[config.mk]
export PLATFORM = sky130hd
export DESIGN_NAME = ts_output_status_flow_regs
export DESIGN_NICKNAME = d
export VERILOG_FILES = /design/src/design/ts_status_pkg.sv /design/src/design/ts_byte_fifo.sv /design/src/design/ts_output_status_flow_regs.sv
export SDC_FILE = /design/constraint.sdc
export NUM_CORES = 1
export LEC_CHECK = 0
export BUFFER_PORTS_ARGS = -buffer_cell sky130_fd_sc_hd__buf_4
export CORE_MARGIN = 5
export CORE_UTILIZATION = 35
export CTS_BUF_LIST = sky130_fd_sc_hd__clkbuf_4 sky130_fd_sc_hd__clkbuf_8 sky130_fd_sc_hd__clkbuf_16
export CTS_CLUSTER_SIZE = 25
export DETAILED_ROUTE_END_ITERATION = 6
export PLACE_DENSITY_LB_ADDON = 0.3
export SETUP_SLACK_MARGIN = 0.1
export SKIP_CTS_REPAIR_TIMING = 1
export SLEW_MARGIN = 0
export SYNTH_ARGS = -nofsm -noshare
export SYNTH_HDL_FRONTEND = slang
export SYNTH_HIERARCHICAL = 1
export SYNTH_SLANG_ARGS = --single-unit
[constraint.sdc]
create_clock -name i_sys_clk -period 4.4 [get_ports i_sys_clk]
set_input_delay 0 -clock i_sys_clk [delete_from_list [all_inputs] [get_ports i_sys_clk]]
set_output_delay 0 -clock i_sys_clk [all_outputs]
set_load 0.01 [all_outputs]
[src/design/ts_status_pkg.sv]
// constants, types and register map for the transport-stream status and flow register bank
// ****************************************
// Operation
// - interrupt flags in bits 8 to 12 set on their event and stay set.
// - writing one to a flag clears it; interrupt drops unless another enabled flag pends.
// - a flag raises the interrupt only with its enable and bridge enable set.
// - flags latch their events even while their enable is zero.
// - status holds fill flag bit 0, capacity 7:4, flags 12:8, zero above.
// - fill flag is one when byte count reaches fill limit; DMA requests then withheld.
// - capacity code is constant: 0000 8 MB, 0001 16 MB, 0010 32 MB.
// - periodic tick flag sets every two to the 21st reference clock cycles.
// - underrun flag sets when the buffer runs empty during transmission.
// - alignment error sets when 0x47 spacing differs from 188, 192 or 204.
// - alignment checked only in run state, not unframed; bytes dropped until realigned.
// - short flag latches on any output short, cleared only by writing one.
// - comparator flag sets when either threshold comparator output changes.
// - byte clock equals 27 times 32-bit increment over two to the 32nd MHz.
// - with external clock select zero the rate generator paces output bytes.
// - increments above 80000000h are accepted with no error or interrupt.
// - 32-bit counter counts every external clock rising edge, readable any time.
// - 24-bit fill limit demands DMA below it, re-enables once count drops below.
// - fill limit does not affect directly written buffer data.
// - byte count reports buffered bytes in 24 bits, upper bits zero.
// - at memory size plus 256 bytes further writes are dropped, count held.
// - diagnostics bits 7:0 show buffer head byte; soft reset clears the register.
// - transmit state code 11 is the run state that sends packets.
// ****************************************
package ts_status_pkg;
	localparam logic [7:0] OFS_STATUS = 8'h08;
	localparam logic [7:0] OFS_RATE = 8'h0c;
	localparam logic [7:0] OFS_EDGE = 8'h10;
	localparam logic [7:0] OFS_LIMIT = 8'h14;
	localparam logic [7:0] OFS_COUNT = 8'h18;
	localparam logic [7:0] OFS_DIAG = 8'h1c;

	localparam int FILL_POS = 0;
	localparam int CAP_POS = 4;
	localparam int FLAG_POS = 8;
	localparam int NUM_FLAGS = 5;
	localparam int COUNT_W = 24;

	localparam logic [3:0] CAP_8MB = 4'h0;
	localparam logic [3:0] CAP_16MB = 4'h1;
	localparam logic [3:0] CAP_32MB = 4'h2;
	localparam int MEM_BYTES_8MB = 8388608;
	localparam int OVERSHOOT_BYTES = 256;

	localparam logic [31:0] RATE_RESET = 32'h0000_0000;
	localparam logic [23:0] LIMIT_RESET = 24'h00_0000;

	localparam int REF_MHZ = 27;
	localparam int SYS_MHZ = 200;
	localparam logic [31:0] REF_STEP = 32'((64'(REF_MHZ) << 32) / 64'(SYS_MHZ));
	localparam int TICK_LOG2 = 21;

	localparam logic [7:0] SYNC_BYTE = 8'h47;
	localparam logic [7:0] LEN_188 = 8'hbc;
	localparam logic [7:0] LEN_192 = 8'hc0;
	localparam logic [7:0] LEN_204 = 8'hcc;

	typedef enum logic [1:0] {ST_IDLE = 2'h0, ST_HOLD = 2'h1, ST_RSVD = 2'h2, ST_SEND = 2'h3} transmit_state_t;
	typedef enum logic [2:0] {MODE_188, MODE_192, MODE_204, MODE_APPEND_SIXTEEN_MODE, MODE_DROP_SIXTEEN_MODE, MODE_RAW} pkt_mode_t;

	// flag order matches status bits 8..12
	typedef struct packed {
		logic comparator_change;
		logic output_short;
		logic alignment_error;
		logic underrun;
		logic periodic_tick;
	} int_flags_t;

	typedef struct packed {
		logic wr;
		logic rd;
		logic [7:0] addr;
		logic [31:0] wdata;
	} reg_req_t;
endpackage

[src/design/ts_byte_fifo.sv]
// small byte buffer with valid and ready on both sides
`timescale 1ns/1ps
module ts_byte_fifo #(
	parameter int WIDTH = 8,
	parameter int DEPTH = 8
) (
	input wire logic i_sys_clk,
	input wire logic i_rst_n,
	input wire logic i_flush,
	input wire logic i_in_valid,
	input wire logic [WIDTH-1:0] i_in_data,
	output logic o_in_ready,
	output logic o_out_valid,
	output logic [WIDTH-1:0] o_out_data,
	input wire logic i_out_ready
);
	localparam int AW = $clog2(DEPTH);
	logic [WIDTH-1:0] mem [DEPTH];
	logic [AW-1:0] wr_ptr_ff;
	logic [AW-1:0] rd_ptr_ff;
	logic [AW:0] count_ff;
	logic [AW:0] nxt_count;
	logic push;
	logic pop;

	assign push = i_in_valid && o_in_ready;
	assign pop = o_out_valid && i_out_ready;
	assign o_out_data = mem[rd_ptr_ff];
	assign nxt_count = count_ff + (AW+1)'(push) - (AW+1)'(pop);

	always_ff @(posedge i_sys_clk) begin
		if (push) begin
			mem[wr_ptr_ff] <= i_in_data;
		end
	end

	// full and empty are registered so the ready seen by the source is a clean flop
	always_ff @(posedge i_sys_clk) begin
		if (!i_rst_n || i_flush) begin
			wr_ptr_ff <= '0;
			rd_ptr_ff <= '0;
			count_ff <= '0;
			o_in_ready <= 1'b1;
			o_out_valid <= 1'b0;
		end else begin
			if (push) begin
				wr_ptr_ff <= (wr_ptr_ff == AW'(DEPTH-1)) ? '0 : wr_ptr_ff + 1'b1;
			end
			if (pop) begin
				rd_ptr_ff <= (rd_ptr_ff == AW'(DEPTH-1)) ? '0 : rd_ptr_ff + 1'b1;
			end
			count_ff <= nxt_count;
			o_in_ready <= nxt_count != (AW+1)'(DEPTH);
			o_out_valid <= nxt_count != '0;
		end
	end
endmodule // ts_byte_fifo

[src/design/ts_output_status_flow_regs.sv]
// status, rate generator, flow-control and diagnostics registers of the stream output
`timescale 1ns/1ps
module ts_output_status_flow_regs import ts_status_pkg::*; #(
	parameter int TICK_BITS = TICK_LOG2,
	parameter int MEM_BYTES = MEM_BYTES_8MB,
	parameter logic [3:0] CAPACITY_CODE = CAP_8MB,
	parameter int BUF_DEPTH = 8
) (
	input wire logic i_sys_clk,
	input wire logic i_rst_n,
	input wire reg_req_t i_reg_req,
	output logic [31:0] o_reg_rdata,
	output logic o_reg_rvalid,
	input wire logic [4:0] i_int_enable,
	input wire logic i_bridge_int_en,
	input wire transmit_state_t i_transmit_state,
	input wire pkt_mode_t i_packet_mode,
	input wire logic i_external_clock_select,
	input wire logic i_soft_reset,
	input wire logic i_clear_buffer,
	input wire logic i_output_short_live,
	input wire logic i_comparator_a,
	input wire logic i_comparator_b,
	input wire logic i_ext_clk,
	input wire logic i_wr_valid,
	input wire logic [7:0] i_wr_data,
	input wire logic i_wr_is_dma,
	output logic o_wr_ready,
	output logic o_dma_req,
	output logic o_host_irq,
	output logic o_byte_strobe,
	output logic o_tx_valid,
	output logic [7:0] o_tx_data
);
	localparam logic [COUNT_W-1:0] CAP_LIMIT = COUNT_W'(MEM_BYTES + OVERSHOOT_BYTES);

	// ****************************************
	// register decode
	// ****************************************
	function automatic logic hit(input reg_req_t req, input logic [7:0] ofs);
		hit = req.wr && (req.addr == ofs);
	endfunction

	int_flags_t flags_ff;
	int_flags_t events;
	int_flags_t clears;
	logic [31:0] rate_phase_increment_ff;
	logic [23:0] dma_fill_limit_ff;
	logic [31:0] external_edge_counter_ff;
	logic [COUNT_W-1:0] buffer_byte_count_ff;
	logic [7:0] diag_ff;
	logic buffer_limit_reached;

	always_ff @(posedge i_sys_clk) begin
		if (!i_rst_n) begin
			rate_phase_increment_ff <= RATE_RESET;
		end else if (hit(i_reg_req, OFS_RATE)) begin
			rate_phase_increment_ff <= i_reg_req.wdata;
		end
	end

	always_ff @(posedge i_sys_clk) begin
		if (!i_rst_n) begin
			dma_fill_limit_ff <= LIMIT_RESET;
		end else if (hit(i_reg_req, OFS_LIMIT)) begin
			dma_fill_limit_ff <= i_reg_req.wdata[23:0];
		end
	end

	// ****************************************
	// rate generation
	// ****************************************
	logic [31:0] ref_acc_ff;
	logic ref_tick_ff;
	logic [31:0] rate_acc_ff;
	logic rate_carry_ff;
	logic ext_prev_ff;
	logic ext_rise;

	// fractional divider gives the 27 MHz reference as an enable at the system rate
	always_ff @(posedge i_sys_clk) begin
		if (!i_rst_n) begin
			ref_acc_ff <= '0;
			ref_tick_ff <= 1'b0;
		end else begin
			{ref_tick_ff, ref_acc_ff} <= {1'b0, ref_acc_ff} + {1'b0, REF_STEP};
		end
	end

	always_ff @(posedge i_sys_clk) begin
		if (!i_rst_n) begin
			rate_acc_ff <= '0;
			rate_carry_ff <= 1'b0;
		end else if (ref_tick_ff) begin
			{rate_carry_ff, rate_acc_ff} <= {1'b0, rate_acc_ff} + {1'b0, rate_phase_increment_ff};
		end else begin
			rate_carry_ff <= 1'b0;
		end
	end

	assign ext_rise = i_ext_clk && !ext_prev_ff;

	always_ff @(posedge i_sys_clk) begin
		if (!i_rst_n) begin
			ext_prev_ff <= 1'b0;
			external_edge_counter_ff <= '0;
		end else begin
			ext_prev_ff <= i_ext_clk;
			if (ext_rise) begin
				external_edge_counter_ff <= external_edge_counter_ff + 32'h0000_0001;
			end
		end
	end

	always_ff @(posedge i_sys_clk) begin
		if (!i_rst_n) begin
			o_byte_strobe <= 1'b0;
		end else begin
			o_byte_strobe <= i_external_clock_select ? ext_rise : rate_carry_ff;
		end
	end

	// ****************************************
	// periodic tick
	// ****************************************
	logic [TICK_BITS-1:0] tick_cnt_ff;
	logic tick_event;

	assign tick_event = ref_tick_ff && (tick_cnt_ff == '1);

	always_ff @(posedge i_sys_clk) begin
		if (!i_rst_n) begin
			tick_cnt_ff <= '0;
		end else if (ref_tick_ff) begin
			tick_cnt_ff <= tick_cnt_ff + 1'b1;
		end
	end

	// ****************************************
	// buffer and transmit path
	// ****************************************
	logic at_cap;
	logic push_ok;
	logic fifo_ready;
	logic fifo_valid;
	logic [7:0] smoothing_buffer_head;
	logic sending;
	logic pop;
	logic framed;
	logic locked_ff;
	logic [7:0] pos_ff;
	logic [7:0] pkt_len;
	logic emit;
	logic sync_err;

	assign at_cap = buffer_byte_count_ff >= CAP_LIMIT;
	// buffer at the capacity limit drops the write but still completes the handshake
	assign push_ok = i_wr_valid && fifo_ready && !at_cap;
	assign o_wr_ready = fifo_ready;
	assign sending = i_transmit_state == ST_SEND;
	assign pop = o_byte_strobe && sending && fifo_valid;
	assign framed = i_packet_mode != MODE_RAW;

	ts_byte_fifo #(.WIDTH(8), .DEPTH(BUF_DEPTH)) u_buf (
		.i_sys_clk(i_sys_clk),
		.i_rst_n(i_rst_n),
		.i_flush(i_clear_buffer),
		.i_in_valid(i_wr_valid && !at_cap),
		.i_in_data(i_wr_data),
		.o_in_ready(fifo_ready),
		.o_out_valid(fifo_valid),
		.o_out_data(smoothing_buffer_head),
		.i_out_ready(pop)
	);

	always_comb begin
		unique case (i_packet_mode)
			MODE_192: pkt_len = LEN_192;
			MODE_204, MODE_DROP_SIXTEEN_MODE: pkt_len = LEN_204;
			default: pkt_len = LEN_188;
		endcase
	end

	// while unlocked, bytes are dropped until a sync byte restarts the packet
	always_comb begin
		emit = 1'b0;
		sync_err = 1'b0;
		if (pop) begin
			if (!framed) begin
				emit = 1'b1;
			end else if (locked_ff) begin
				sync_err = (pos_ff == 8'h00) && (smoothing_buffer_head != SYNC_BYTE);
				emit = !sync_err;
			end else begin
				emit = smoothing_buffer_head == SYNC_BYTE;
			end
		end
	end

	always_ff @(posedge i_sys_clk) begin
		if (!i_rst_n || !framed) begin
			locked_ff <= 1'b1;
			pos_ff <= '0;
		end else if (sync_err) begin
			locked_ff <= 1'b0;
		end else if (emit) begin
			locked_ff <= 1'b1;
			pos_ff <= (pos_ff == pkt_len - 8'h01) ? 8'h00 : pos_ff + 8'h01;
		end
	end

	always_ff @(posedge i_sys_clk) begin
		if (!i_rst_n) begin
			o_tx_valid <= 1'b0;
			o_tx_data <= '0;
		end else begin
			o_tx_valid <= emit;
			if (emit) begin
				o_tx_data <= smoothing_buffer_head;
			end
		end
	end

	always_ff @(posedge i_sys_clk) begin
		if (!i_rst_n || i_clear_buffer) begin
			buffer_byte_count_ff <= '0;
		end else begin
			buffer_byte_count_ff <= buffer_byte_count_ff + COUNT_W'(push_ok) - COUNT_W'(pop);
		end
	end

	// direct writes are paced only by ready, never by the limit
	assign buffer_limit_reached = buffer_byte_count_ff >= dma_fill_limit_ff;

	always_ff @(posedge i_sys_clk) begin
		if (!i_rst_n) begin
			o_dma_req <= 1'b0;
		end else begin
			o_dma_req <= (i_transmit_state != ST_IDLE) && !buffer_limit_reached;
		end
	end

	// ****************************************
	// interrupt flags
	// ****************************************
	logic cmp_a_prev_ff;
	logic cmp_b_prev_ff;

	always_ff @(posedge i_sys_clk) begin
		if (!i_rst_n) begin
			cmp_a_prev_ff <= 1'b0;
			cmp_b_prev_ff <= 1'b0;
		end else begin
			cmp_a_prev_ff <= i_comparator_a;
			cmp_b_prev_ff <= i_comparator_b;
		end
	end

	always_comb begin
		events.periodic_tick = tick_event;
		events.underrun = o_byte_strobe && sending && !fifo_valid;
		events.alignment_error = sync_err;
		events.output_short = i_output_short_live;
		events.comparator_change = (i_comparator_a != cmp_a_prev_ff) || (i_comparator_b != cmp_b_prev_ff);
		clears = hit(i_reg_req, OFS_STATUS) ? int_flags_t'(i_reg_req.wdata[FLAG_POS +: NUM_FLAGS]) : '0;
	end

	// a new event in the clearing cycle wins, independent of enables
	always_ff @(posedge i_sys_clk) begin
		if (!i_rst_n) begin
			flags_ff <= '0;
		end else begin
			flags_ff <= (flags_ff & ~clears) | events;
		end
	end

	always_ff @(posedge i_sys_clk) begin
		if (!i_rst_n) begin
			o_host_irq <= 1'b0;
		end else begin
			o_host_irq <= i_bridge_int_en && |(flags_ff & i_int_enable);
		end
	end

	// ****************************************
	// diagnostics and read-back
	// ****************************************
	always_ff @(posedge i_sys_clk) begin
		if (!i_rst_n || i_soft_reset) begin
			diag_ff <= '0;
		end else begin
			diag_ff <= smoothing_buffer_head;
		end
	end

	always_ff @(posedge i_sys_clk) begin
		if (!i_rst_n) begin
			o_reg_rdata <= '0;
			o_reg_rvalid <= 1'b0;
		end else begin
			o_reg_rvalid <= i_reg_req.rd;
			o_reg_rdata <= '0;
			if (i_reg_req.rd) begin
				unique case (i_reg_req.addr)
					OFS_STATUS: o_reg_rdata <= {19'h0_0000, flags_ff, CAPACITY_CODE, 3'h0, buffer_limit_reached};
					OFS_RATE: o_reg_rdata <= rate_phase_increment_ff;
					OFS_EDGE: o_reg_rdata <= external_edge_counter_ff;
					OFS_LIMIT: o_reg_rdata <= {8'h00, dma_fill_limit_ff};
					OFS_COUNT: o_reg_rdata <= {8'h00, buffer_byte_count_ff};
					OFS_DIAG: o_reg_rdata <= {24'h00_0000, diag_ff};
					default: o_reg_rdata <= '0;
				endcase
			end
		end
	end
endmodule // ts_output_status_flow_regs

==> impl_metrics.xml <==
<?xml version="1.0" encoding="UTF-8"?>
<metrics>
  <group name="floorplanning">
    <metric name="standard_cell_core_area" unit="µm²">47650</metric>
    <metric name="die_y" unit="µm">229.3</metric>
    <metric name="start_util" unit="">0.3532</metric>
    <metric name="std_cell_rows" unit="">80</metric>
    <metric name="dieWidth" unit="µm">229.3</metric>
    <metric name="area_of_the_die" unit="µm²">52570</metric>
    <metric name="io_pins" unit="">118</metric>
  </group>
  <group name="synth">
    <metric name="synthSimpleGateAreaFrac" unit="">0.1717</metric>
    <metric name="total_of_flip_flops_plus_latches_after_synthesis" unit="">345</metric>
    <metric name="synth_top_family_by_area" unit="">simple AND/OR/NAND/NOR gates</metric>
    <metric name="synth_adder_area_share" unit="">0.08238</metric>
    <metric name="synthDistinctLibCells" unit="">83</metric>
    <metric name="post-synth-top-count-cell" unit="">sky130_fd_sc_hd__dfxtp_1</metric>
    <metric name="synth_compound_gate_area_share" unit="">0.1423</metric>
    <metric name="synth.cells.most_frequent" unit="">sky130_fd_sc_hd__dfxtp_1, sky130_fd_sc_hd__nand2_1, sky130_fd_sc_hd__nor2_1</metric>
    <metric name="syn_nets" unit="">1981</metric>
    <metric name="async_s_r_ff_share_synth" unit="">0</metric>
    <metric name="post_synth_xor_xnor_area" unit="">0.06454</metric>
    <metric name="post-synth-top-area-fraction" unit="">0.3343</metric>
    <metric name="yosys-mux-area-fraction" unit="">0.05361</metric>
    <metric name="post_synth_inst_count" unit="">1800</metric>
    <metric name="synth_enable_flop_cells" unit="">64</metric>
    <metric name="netlist_top_cells_area" unit="">sky130_fd_sc_hd__dfxtp_1, sky130_fd_sc_hd__edfxtp_1, sky130_fd_sc_hd__ha_1, sky130_fd_sc_hd__nand2_1, sky130_fd_sc_hd__nor2_1</metric>
    <metric name="syn_area_per_cell" unit="µm²">9.349</metric>
    <metric name="yosysWarningCount" unit="">6</metric>
    <metric name="synth_sequential_area_ratio" unit="">0.4485</metric>
    <metric name="post-synth-top-area-cell" unit="">sky130_fd_sc_hd__dfxtp_1</metric>
    <metric name="syn_area" unit="µm²">16830</metric>
    <metric name="yosys_most_used_dff" unit="">sky130_fd_sc_hd__dfxtp_1</metric>
  </group>
  <group name="pwr">
    <metric name="power.share.clock" unit="">0.361</metric>
    <metric name="internal-power" unit="W">0.006699</metric>
    <metric name="total_switching_power" unit="W">0.002834</metric>
    <metric name="irDropWorstVdd" unit="mV">0.2249</metric>
    <metric name="power.density_cell_area" unit="nW/µm²">462.1</metric>
    <metric name="pwr-share-comb" unit="">0.272</metric>
    <metric name="pwr-share-seq" unit="">0.368</metric>
    <metric name="sw_share" unit="">0.2973</metric>
    <metric name="p_leak" unit="nW">7.921</metric>
  </group>
  <group name="cts">
    <metric name="cts-root-to-sink-buffers" unit="">3</metric>
    <metric name="cts_sinks" unit="">345</metric>
    <metric name="cts_root_buf" unit="">sky130_fd_sc_hd__clkbuf_16</metric>
    <metric name="worst_skew_pair.late_latency" unit="ns">0.57</metric>
    <metric name="tritoncts.num_buffers" unit="">39</metric>
    <metric name="clkSlewWorstSetupHoldPaths" unit="ns">0.06</metric>
    <metric name="clock_tree_from_tritoncts" unit="">built</metric>
    <metric name="ctsHtreeMaxLevel" unit="">2</metric>
  </group>
  <group name="final_layout">
    <metric name="layout.cells.non_filler" unit="">2646</metric>
    <metric name="synthToLayoutAreaGrowth" unit="%">22.57</metric>
    <metric name="drive_gt1_frac" unit="">0.1472</metric>
    <metric name="antenna_cells" unit="">0</metric>
    <metric name="multiInputGateArea" unit="µm²">8710</metric>
    <metric name="footprint_of_the_flip_flops_and_latches" unit="µm²">7555</metric>
    <metric name="num-nets-final" unit="">2182</metric>
    <metric name="layout.filler_cells" unit="">4578</metric>
  </group>
  <group name="placement">
    <metric name="gp_congestion" unit="">0.8894</metric>
    <metric name="io_buffers" unit="">116</metric>
    <metric name="placed_cells_incl_taps" unit="">2509</metric>
    <metric name="place_worst_setup_slack" unit="ns">-0.1843</metric>
    <metric name="hpwl" unit="mm">33.35</metric>
  </group>
  <group name="setup_path">
    <metric name="worst_path_most_repeated_cell" unit="">sky130_fd_sc_hd__ha_1</metric>
    <metric name="reg2reg_from" unit="">buffer_byte_count_ff[9]</metric>
    <metric name="slowest_delay" unit="ns">0.39</metric>
    <metric name="rrSetupSlack" unit="ns">0.33</metric>
    <metric name="cells_along_the_critical_path" unit="">inv_2 -&gt; ha_2 -&gt; nand4_1 -&gt; o311ai_2 -&gt; a21oi_1 -&gt; o21ai_1 -&gt; a21oi_2 -&gt; nand2_1 -&gt; ha_1 -&gt; inv_1 -&gt; ha_1 -&gt; a21o_1 -&gt; and4b_1 -&gt; o311ai_0 -&gt; buf_4 -&gt; a31o_2 -&gt; o311a_1 -&gt; o31ai_2 -&gt; a211oi_2 -&gt; mux2i_1 -&gt; o21ai_0</metric>
    <metric name="worstPathMaxFanout" unit="">3</metric>
    <metric name="critPathRequiredTime" unit="ns">4.84</metric>
    <metric name="r2r.worst_path.cells" unit="">21</metric>
    <metric name="rr_endpoint" unit="">buffer_byte_count_ff[23]</metric>
    <metric name="worst_setup_path_start_kind" unit="">flop</metric>
    <metric name="worst-endpoint-arrival" unit="ns">4.51</metric>
    <metric name="critPathSlowestCell" unit="">sky130_fd_sc_hd__o311ai_0</metric>
    <metric name="worstSetupEndpointType" unit="">flop</metric>
    <metric name="criticalPathCategory" unit="">reg -&gt; reg</metric>
  </group>
  <group name="global_route">
    <metric name="globalRoute.totalOverflow" unit="">0</metric>
    <metric name="grt_pass1_wl" unit="mm">71.02</metric>
    <metric name="grt_usage" unit="">0.1670</metric>
    <metric name="grt_antenna_before_repair" unit="">1</metric>
    <metric name="grt_pass1_vias" unit="">13070</metric>
    <metric name="grt_start_max_net_pins" unit="">61</metric>
  </group>
  <group name="timing">
    <metric name="setup_repair_after_global_routing_missed_its_margin" unit="">yes</metric>
    <metric name="report.final.slew_viol_count" unit="">0</metric>
    <metric name="worst_clock_skew" unit="ns">0.02004</metric>
    <metric name="report.final.setup_viol" unit="">0</metric>
    <metric name="fmaxAchievable" unit="MHz">245.7</metric>
    <metric name="slew_headroom" unit="">0.2143</metric>
    <metric name="transition_at_the_pin_with_the_smallest_max_transition_slack" unit="ns">1.168</metric>
    <metric name="setup_slack_after_layout" unit="ns">0.3293</metric>
    <metric name="fin_crit" unit="ns">4.071</metric>
    <metric name="final.period_utilization" unit="">0.9252</metric>
    <metric name="finalHoldViolations" unit="">0</metric>
  </group>
  <group name="detailed_routing">
    <metric name="route.detailed.drc" unit="">0</metric>
    <metric name="totalWireLength" unit="mm">45.73</metric>
    <metric name="route.detailed.wl_per_inst" unit="µm">17.28</metric>
    <metric name="antenna_left" unit="">0</metric>
    <metric name="first_pass_iters" unit="">5</metric>
    <metric name="drt_first_iter_violations" unit="">725</metric>
    <metric name="drt-vias-per-instance" unit="">5.130</metric>
    <metric name="detailroute.via_count" unit="">13570</metric>
  </group>
  <group name="hold_path">
    <metric name="hp-class" unit="">in -&gt; reg</metric>
    <metric name="source_of_the_worst_hold_timing_path" unit="">i_packet_mode[2]</metric>
    <metric name="hold_end" unit="">locked_ff</metric>
    <metric name="worst_hold_path.num_cells" unit="">5</metric>
  </group>
  <group name="run_status">
    <metric name="outcome" unit="">finished clean</metric>
  </group>
  <group name="flow_run">
    <metric name="max_cap_viol_count" unit="">0</metric>
  </group>
</metrics>
worst max-delay path by stage:
stage / start / end / slack [ns] / cells past startpoint
floorplan: buffer_byte_count_ff[9] / buffer_byte_count_ff[20] / 0.22 / 21
global placement: buffer_byte_count_ff[2] / buffer_byte_count_ff[20] / -0.04 / 21
detailed placement: buffer_byte_count_ff[2] / buffer_byte_count_ff[20] / -0.18 / 21
CTS: buffer_byte_count_ff[2] / buffer_byte_count_ff[20] / -0.22 / 21
global route: buffer_byte_count_ff[5] / buffer_byte_count_ff[20] / 0.08 / 21
finish: buffer_byte_count_ff[9] / buffer_byte_count_ff[23] / 0.33 / 21
metrics by stage:
| step | TNS [ns] | util | area (µm²) | total power, W | hold WS [ns] |
|---|---|---|---|---|---|
| final | 0 | 0.4329 | 20630 | 0.009533 | 0.04102 |
| after global routing | 0 | 0.4329 | 20630 | 0.01007 | 0.09464 |
| after CTS | -0.5103 | 0.4180 | 19920 | 0.009535 | -0.3824 |
| after detailed placement | -0.3616 | 0.3890 | 18540 | 0.006056 | 0.2246 |
| after global placement | -0.04117 | 0.3890 | 18540 | 0.005997 | 0.2206 |
| after floorplan | 0 | - | 16830 | 0.005302 | 0.09887 |
per-layer routing:
layer | part of all wire | routed length, µm | global-route usage
met1 | 0.45 | 20530 | 0.2168
met2 | 0.47 | 21360 | 0.2786
met3 | 0.051 | 2311 | 0.03505
met4 | 0.033 | 1516 | 0.05544
met5 | 0.00028 | 13 | 0
cell usage in the layout (no fill, tap or decap), types with 30 or more instances in the layout:
master	n
sky130_fd_sc_hd__clkbuf_16	39
sky130_fd_sc_hd__buf_4	171
sky130_fd_sc_hd__a21oi_1	155
sky130_fd_sc_hd__o21ai_0	61
sky130_fd_sc_hd__xnor2_1	50
sky130_fd_sc_hd__ha_1	102
sky130_fd_sc_hd__a21o_1	32
sky130_fd_sc_hd__xor2_1	74
sky130_fd_sc_hd__nand2_1	214
sky130_fd_sc_hd__nand4_1	30
sky130_fd_sc_hd__nor2_1	211
sky130_fd_sc_hd__dfxtp_1	275
sky130_fd_sc_hd__dlygate4sd3_1	63
sky130_fd_sc_hd__inv_1	72
sky130_fd_sc_hd__edfxtp_1	64
sky130_fd_sc_hd__a22oi_1	48
sky130_fd_sc_hd__nand3_1	39
worst max-delay path: cells and delay by family (launching register included):
family / cells / cell delay, ns
fa+ha+maj: 3 / 0.58
simple gates: 3 / 0.38
flops: 1 / 0.32
mux: 1 / 0.19
compound gates: 11 / 2.16
buf+inv: 3 / 0.31
state kept, by name (all words and copies together) (netlist names), 3 cells and up, named ones only:
signal and flops:
u_buf/rd_ptr_ff 3, o_tx_data 8, o_reg_rdata 32, external_edge_counter_ff 32, u_buf/mem 64, u_buf/wr_ptr_ff 3, rate_phase_increment_ff 32, u_buf/count_ff 4
pos_ff 8, ref_acc_ff 29, tick_cnt_ff 21, rate_acc_ff 32, flags_ff 5, buffer_byte_count_ff 24, diag_ff 8, dma_fill_limit_ff 24
cells by family (layout without fill, tap and decap cells):
group / count (synthesis) / count (layout)
buffers and inverters: 153 / 384
muxes: 56 / 56
xor gates and xnor gates: 124 / 124
DFF: 345 / 345
adders and majority gates: 109 / 109
AOI/OAI and AO/OA: 381 / 381
and+or+nand+nor: 632 / 632
power groups by stage:
| stage | clock, W | sequential (W) | combinational, W |
|---|---|---|---|
| floorplan | 0 | 0.00357 | 0.00174 |
| global placement | 0 | 0.00356 | 0.00244 |
| detailed placement | 0 | 0.00357 | 0.00249 |
| CTS | 0.00353 | 0.00350 | 0.00250 |
| global route | 0.00366 | 0.00352 | 0.00288 |
| finish | 0.00344 | 0.00350 | 0.00259 |
cell type report:
| class | instances | share of cell area |
|---|---|---|
| multi-input cells | 1302 | 0.4222 |
| clock buffers | 58 | 0.05665 |
| flip-flops and latches | 345 | 0.3663 |
| well taps | 615 | 0.03730 |
| inverters | 79 | 0.01450 |
| repair buffers | 234 | 0.09281 |
| clock inverters | 13 | 0.01025 |
Power figures use the tool's default switching activity.
